**config.mk**
```make
export PLATFORM = sky130hd
export DESIGN_NAME = regslave_top
export DESIGN_NICKNAME = d
export VERILOG_FILES = /design/src/core/regslave_pkg.sv /design/src/core/regbank_if.sv /design/src/core/regbank_store.sv /design/src/core/regslave_top.sv
export SDC_FILE = /design/constraint.sdc
export NUM_CORES = 1
export LEC_CHECK = 0
export ABC_CLOCK_PERIOD_IN_PS = 7300
export BUFFER_PORTS_ARGS = -buffer_cell sky130_fd_sc_hd__buf_4
export CAP_MARGIN = 20
export CORE_UTILIZATION = 32
export DETAILED_ROUTE_END_ITERATION = 10
export PLACE_DENSITY = 0.47
export SYNTH_ARGS = -nofsm -noshare
export SYNTH_HDL_FRONTEND = slang
export SYNTH_SLANG_ARGS = --single-unit
```
**constraint.sdc**
```tcl
create_clock -name MCLK -period 7.3 [get_ports MCLK]
set_input_delay 0.365 -clock MCLK [delete_from_list [all_inputs] [get_ports MCLK]]
set_output_delay 0.365 -clock MCLK [all_outputs]
set_load 0.05 [all_outputs]
```
**src/core/regslave_pkg.sv**
```systemverilog
`default_nettype none
package regslave_pkg;

  localparam int DATA_W  = 32;
  localparam int ADDR_W  = 32;
  localparam int NUM_REGS = 8;
  localparam int IDX_W   = 3;
  localparam int IDX_LSB = 2;
  localparam int WIDTH_W = 6;
  localparam int CNT_W   = 8;

  // Bit of the transfer-type field that marks NONSEQ or SEQ
  localparam int TRANS_ACTIVE_BIT = 1;

  // Wait cycles a held read may spend before it is ended with ERROR
  localparam int WAIT_LIMIT = 16;

  localparam logic [DATA_W-1:0] RESET_WORD = 32'h0000_0000;

  // Implemented width of each register, index 0 rightmost
  localparam logic [NUM_REGS-1:0][WIDTH_W-1:0] REG_WIDTH = {
    6'h04, 6'h0C, 6'h18, 6'h20, 6'h01, 6'h08, 6'h10, 6'h20
  };

  typedef enum logic [2:0] {
    PH_RUN  = 3'b001,
    PH_WAIT = 3'b010,
    PH_ERR  = 3'b100
  } phase_t;

  // Ones in the bits a register of the given width implements
  function automatic logic [DATA_W-1:0] width_mask(
    input logic [WIDTH_W-1:0] w
  );
    width_mask = ~(32'hFFFF_FFFF << w);
  endfunction

endpackage
`default_nettype wire

```
**src/core/regbank_if.sv**
```systemverilog
`timescale 1ns/10ps
`default_nettype none
interface regbank_if;
  logic                                  wr_en;
  logic [regslave_pkg::IDX_W-1:0]        wr_idx;
  logic [regslave_pkg::DATA_W-1:0]       wr_data;
  logic [regslave_pkg::IDX_W-1:0]        rd_idx;
  logic [regslave_pkg::DATA_W-1:0]       rd_data;

  modport ctrl  (output wr_en, wr_idx, wr_data, rd_idx, input rd_data);
  modport store (input wr_en, wr_idx, wr_data, rd_idx, output rd_data);
endinterface
`default_nettype wire

```
**src/core/regbank_store.sv**
```systemverilog
`timescale 1ns/10ps
`default_nettype none
module regbank_store (
  input  wire logic  MCLK,
  input  wire logic  RESET,
  regbank_if.store   bank
);

  typedef struct packed {
    logic [regslave_pkg::NUM_REGS-1:0][regslave_pkg::DATA_W-1:0] word;
  } store_state_t;

  store_state_t s;
  store_state_t next_s;

  ////////////////////////////////////////////////////////////////////////////
  always_comb
  begin
    next_s = s;
    if (bank.wr_en)
    begin
      // Bits beyond the implemented width are dropped here
      next_s.word[bank.wr_idx] = bank.wr_data &
        regslave_pkg::width_mask(regslave_pkg::REG_WIDTH[bank.wr_idx]);
    end
  end

  // Upper unimplemented bits always read as zero
  assign bank.rd_data = s.word[bank.rd_idx] &
    regslave_pkg::width_mask(regslave_pkg::REG_WIDTH[bank.rd_idx]);

  ////////////////////////////////////////////////////////////////////////////
  always_ff @(posedge MCLK or posedge RESET)
  begin
    if (RESET)
      s <= '0;
    else
      s <= next_s;
  end

endmodule // regbank_store
`default_nettype wire

```
**src/core/regslave_top.sv**
```systemverilog
// Operation
// Unimplemented upper read bits return zero
// Read uses control cycle then data cycle
// Master presents control at first edge
// Read data driven second edge, sampled third
// Next control accepted during read data
// Writes ignore bits beyond register width
// Write data driven second, captured third edge
// Next write control taken with write data
// Read right after write returns new value
// Same-address read after write inserts wait
// Ready low third edge, high fourth edge
// Over-long waited transfer ends with ERROR
// Masters use only 32-bit register accesses
// Transfer size never checked or errored
// No hazard means zero wait states; a read taken with BANK_HOLD high still waits
`timescale 1ns/10ps
`default_nettype none
module regslave_top #(
  parameter int WAIT_LIMIT = regslave_pkg::WAIT_LIMIT
) (
  input  wire logic                              MCLK,
  input  wire logic                              RESET,
  input  wire logic                              HSEL,
  input  wire logic [regslave_pkg::ADDR_W-1:0]   HADDR,
  input  wire logic [1:0]                        HTRANS,
  input  wire logic                              HWRITE,
  input  wire logic [regslave_pkg::DATA_W-1:0]   HWDATA,
  input  wire logic                              HREADY,
  input  wire logic                              BANK_HOLD,
  output logic      [regslave_pkg::DATA_W-1:0]   HRDATA,
  output logic                                   HREADYOUT,
  output logic                                   HRESP
);

  localparam int IDX_W = regslave_pkg::IDX_W;
  localparam int CNT_W = regslave_pkg::CNT_W;
  localparam logic [CNT_W-1:0] WAIT_MAX = CNT_W'(WAIT_LIMIT);

  typedef struct packed {
    regslave_pkg::phase_t                phase;
    logic                                wr_pend;
    logic                                wr_hit;
    logic [IDX_W-1:0]                    wr_idx;
    logic                                rd_hit;
    logic [IDX_W-1:0]                    rd_idx;
    logic [CNT_W-1:0]                    wait_cnt;
    logic [regslave_pkg::DATA_W-1:0]     rdata;
    logic                                ready;
    logic                                resp;
  } ctrl_state_t;

  localparam ctrl_state_t CTRL_RESET = '{
    phase:    regslave_pkg::PH_RUN,
    wr_pend:  1'b0,
    wr_hit:   1'b0,
    wr_idx:   '0,
    rd_hit:   1'b0,
    rd_idx:   '0,
    wait_cnt: '0,
    rdata:    regslave_pkg::RESET_WORD,
    ready:    1'b1,
    resp:     1'b0
  };

  ctrl_state_t s;
  ctrl_state_t next_s;
  regbank_if   bank ();

  logic take;
  logic take_rd;
  logic take_wr;
  logic hazard;
  logic hold_expired;

  ////////////////////////////////////////////////////////////////////////////
  // Address decode

  // Only the low word offsets are mapped; anything else reads zero
  function automatic logic is_mapped(
    input logic [regslave_pkg::ADDR_W-1:0] a
  );
    is_mapped = (a[regslave_pkg::ADDR_W-1:regslave_pkg::IDX_LSB+IDX_W] == '0);
  endfunction

  function automatic logic [IDX_W-1:0] reg_index(
    input logic [regslave_pkg::ADDR_W-1:0] a
  );
    reg_index = a[regslave_pkg::IDX_LSB +: IDX_W];
  endfunction

  // Unmapped offsets return the reset word instead of bank contents
  function automatic logic [regslave_pkg::DATA_W-1:0] read_word(
    input logic                            hit,
    input logic [regslave_pkg::DATA_W-1:0] word
  );
    read_word = hit ? word : regslave_pkg::RESET_WORD;
  endfunction

  // Control is taken on the edge that ends the master's control cycle;
  // the size field is never looked at, so narrow accesses act full width
  assign take    = HSEL & HTRANS[regslave_pkg::TRANS_ACTIVE_BIT] & HREADY;
  assign take_rd = take & ~HWRITE;
  assign take_wr = take & HWRITE;

  // Read whose word is still waiting on its write data this very edge
  assign hazard = take_rd & s.wr_pend & s.wr_hit & is_mapped(HADDR) &
                  (reg_index(HADDR) == s.wr_idx);

  // Wait budget is spent while the bank still stalls the read
  assign hold_expired = BANK_HOLD & (s.wait_cnt >= WAIT_MAX);

  ////////////////////////////////////////////////////////////////////////////
  // Register bank

  // HREADY is the bus-wide ready: a data phase stalled anywhere
  // must hold off both new control and the write strobe
  // Write data is captured at the edge ending its data cycle
  assign bank.wr_en   = s.wr_pend & s.wr_hit & HREADY;
  assign bank.wr_idx  = s.wr_idx;
  assign bank.wr_data = HWDATA;
  assign bank.rd_idx  = (s.phase == regslave_pkg::PH_RUN) ?
                        reg_index(HADDR) : s.rd_idx;

  regbank_store u_store (
    .MCLK  (MCLK),
    .RESET (RESET),
    .bank  (bank)
  );

  ////////////////////////////////////////////////////////////////////////////
  // Transfer control

  always_comb
  begin
    next_s = s;
    // A write data cycle ends on the first edge that has HREADY high
    if (HREADY)
      next_s.wr_pend = 1'b0;
    unique case (s.phase)
      regslave_pkg::PH_RUN:
      begin
        next_s.ready = 1'b1;
        next_s.resp  = 1'b0;
        if (take_wr)
        begin
          // Pipelined: this control rides with the previous write data
          next_s.wr_pend = 1'b1;
          next_s.wr_hit  = is_mapped(HADDR);
          next_s.wr_idx  = reg_index(HADDR);
        end
        if (take_rd)
        begin
          next_s.rd_hit = is_mapped(HADDR);
          next_s.rd_idx = reg_index(HADDR);
          if (hazard || BANK_HOLD)
          begin
            // Old contents must not be returned, so hold one cycle
            next_s.ready    = 1'b0;
            next_s.wait_cnt = CNT_W'(1);
            next_s.phase    = regslave_pkg::PH_WAIT;
          end
          else
          begin
            // Data leaves on the edge that took the control
            next_s.rdata = read_word(is_mapped(HADDR), bank.rd_data);
          end
        end
      end
      regslave_pkg::PH_WAIT:
      begin
        if (hold_expired)
        begin
          // First of the two ERROR cycles: ready still low
          next_s.resp  = 1'b1;
          next_s.phase = regslave_pkg::PH_ERR;
        end
        else if (BANK_HOLD)
        begin
          // Still stalled: one more wait cycle is spent
          next_s.wait_cnt = s.wait_cnt + CNT_W'(1);
        end
        else
        begin
          // The write landed last edge, so the bank now holds new data
          next_s.rdata = read_word(s.rd_hit, bank.rd_data);
          next_s.ready = 1'b1;
          next_s.phase = regslave_pkg::PH_RUN;
        end
      end
      regslave_pkg::PH_ERR:
      begin
        // Second ERROR cycle runs in PH_RUN, so new control is taken
        next_s.ready = 1'b1;
        next_s.resp  = 1'b1;
        next_s.phase = regslave_pkg::PH_RUN;
      end
      default:
      begin
        // An illegal phase code recovers to idle with ready high
        next_s = CTRL_RESET;
      end
    endcase
  end

  ////////////////////////////////////////////////////////////////////////////
  // Asynchronous reset leaves the bus idle: ready high, OKAY
  always_ff @(posedge MCLK or posedge RESET)
  begin
    if (RESET)
      s <= CTRL_RESET;
    else
      s <= next_s;
  end

  ////////////////////////////////////////////////////////////////////////////
  // Outputs come straight from the state flops

  assign HRDATA    = s.rdata;
  assign HREADYOUT = s.ready;
  assign HRESP     = s.resp;

endmodule // regslave_top
`default_nettype wire

```
==> metrics.yaml <==
floorplan:
  io_pins: 106
  die_height_um: 177
  initial_core_util: 0.329
  die-area_um2: 31400
  row_count: 63
  dieWidth_um: 177
  coreArea_um2: 29900
grt:
  grt_max_degree: 136
  grt_pass1_wl_mm: 41.1
  grt-ovfl-total: 0
  antenna_found_initial: 2
  track_usage: 0.170
  first_global_vias: 7146
clocking:
  worstSkewPairLatency_ps: 520
  cts_setup_buffers: 0
  cts_root_buf: "clkbuf_16"
  cts_resized: 0
  cts_sinks: 202
  clk_pin_slew_worst_paths_ps: 60
  numCtsBuffers: 24
  htreeDepth: 1
  cts_tree: "done"
  clockBufferDepth: 3
  cts_hold_buf: 0
min_path:
  hold_path.class: "input pin to async pin"
yosys:
  synth_area_um2: 9820
  yosysMostFrequentCell: "dfrtp_1"
  synth_common_cells: "dfrtp_1, nand2_1, o21ai_0"
  netlist_top_cells_area: "dfrtp_1, o21ai_0, nand2_1, mux2i_1, mux2_2"
  syn_avg_cell_area_um2: 10.1
  async_flop_share: 1.00
  synth_top_area_cell: "dfrtp_1"
  syn_nets: 1048
  synth_flop_cell: "dfrtp_1"
  ys_types: 63
  synth.ff_latch_count: 202
  ys_seq_area_frac: 0.515
  synth_warnings: 0
  synth_edf_count: 0
  synth_top_area_share: 0.510
  synth_cells: 968
run:
  maxCapViolations: 0
route:
  dr.pass1.iters: 4
  detail-route-antenna-nets: 0
  post_drt_wl_per_cell_um: 18.5
  vias: 7027
  vias_per_cell: 4.99
  drtIter0Drc: 470
  drc: 0
  routed_wl_mm: 26.1
setup_path:
  r2r_start: "s[51]"
  worstSetupPathType: "flip-flop to flip-flop"
  critPathCaptureType: "flip-flop"
  worstSetupStartpoint: "s[51]"
  reg2reg_to: "HRDATA[16]"
  cp_max_fo: 18
  start_kind: "flip-flop"
  ff2ff_setup_slack_ps: 3240
  endpoint: "HRDATA[16]"
  required_ps: 7660
  r2r_cells: 8
  critPathArrivalTime_ps: 4420
final_layout:
  nets: 1080
  n_antenna_cell: 0
  multi_input_area_um2: 4130
  seqCellArea_um2: 5060
  area_delta_synth_final_pct: 16.8
  final_area_um2: 11500
  fillerInstances: 2995
  drive_gt1_frac: 0.208
timing:
  final_max_slew_viol_count: 0
  skew_ps: 24.1
  finalCriticalPeriod_ps: 4060
  tightest_slew_ps: 1050
  fin_setup_tns_ps: 0
  slew_headroom: 0.299
  period_share: 0.556
  timing.fmax_mhz: 246
  hold_viol_final: 0
  setup_viol: 0
  grt_setup_unrepaired: "false"
place:
  dp_hpwl_mm: 16.9
  place_area_um2: 10600
  gp_congestion: 0.731
  io_buffers: 102
pwr:
  p_leak_uw: 0.00518
  cellPowerDensity_nw_per_um2: 267
  peakVddDrop_uv: 130
outcome:
  status: "complete, no violations"
-- stage by stage --
stage	instances	utilization	worst slack, ps	hold WS (ps)	power (µW)
after global placement	1364	0.355	3260	451	1820
after detailed placement	1364	0.355	3250	459	1820
after floorplan	968	-	1430	441	1610
after CTS	1408	0.384	3210	59.2	3100
after global routing	1408	0.384	3030	68.4	3200
final	1408	0.384	3240	53.6	3060
-- cell type report --
cell class,count,area share
repair buffers,113,0.0740
clock inverters,8,0.0104
clock buffers,36,0.0643
multi-input cells,637,0.360
flip-flops and latches,202,0.441
inverters,22,0.00786
well taps,390,0.0425
-- kinds of logic after synthesis --
family | share of synthesized area
AOI/OAI and AO/OA | 0.164
xor gates and xnor gates | 0.00357
adders and majority gates | 0.0102
buffers and inverters | 0.0669
DFF | 0.515
muxes | 0.117
and+or+nand+nor | 0.124
-- worst max-delay path: stages, from the launching register on --
cell     delay, ps
dfstp_2        620
or3b_1         710
a21oi_4        750
inv_2          480
ha_1           470
o21a_1         220
mux4_2         460
inv_1          110
o31ai_1         70
-- where the power goes --
group | switching (µW) | total [µW] | internal, µW
logic | 427 | 631 | 204
clock network | 472 | 1270 | 801
registers | 26.6 | 1160 | 1130
-- routing by layer --
metal / share of wire / up-vias / global-route usage
li1: - / 3451 / -
met1: 0.49 / 3404 / 0.243
met2: 0.45 / 141 / 0.272
met3: 0.048 / 31 / 0.0266
met4: 0.013 / 0 / 0.0327
met5: 0 / - / 0
-- cells in the final DEF (no fill, tap or decap), types with 5 or more instances in the layout --
cell	instances
nand2_1	169
dfrtp_1	200
nand4_1	5
o21a_1	5
nand3_1	9
a211oi_1	6
o21ai_1	9
mux2i_1	56
buf_4	113
nor2b_1	8
a22oi_1	6
a21oi_1	10
o31ai_1	18
a22o_1	9
nor2_1	13
o2bb2ai_1	12
mux4_2	12
nor4_1	7
and2_1	7
mux2_2	27
clkbuf_8	7
ha_1	8
nand2b_1	15
inv_1	19
clkbuf_16	25
o21ai_0	166
-- sequential cells by signal (all words and copies together), names as in the netlist --
signal       flops
HRDATA          32
bank.wr_idx      3
u_store.s      148
HRESP            1
s               17
HREADYOUT        1
-- worst min path at each step --
stage                            to  slack [ps]  depth (start not counted)  startpoint
after floorplan               s[45]         440                          1       s[45]
after global placement        s[45]         450                          1       s[45]
after detailed placement      s[45]         460                          1       s[45]
after CTS                 HREADYOUT          60                          2   BANK_HOLD
after global routing      HREADYOUT          70                          2   BANK_HOLD
final                         s[53]          50                          2       RESET
(Power assumes the default switching activity.)
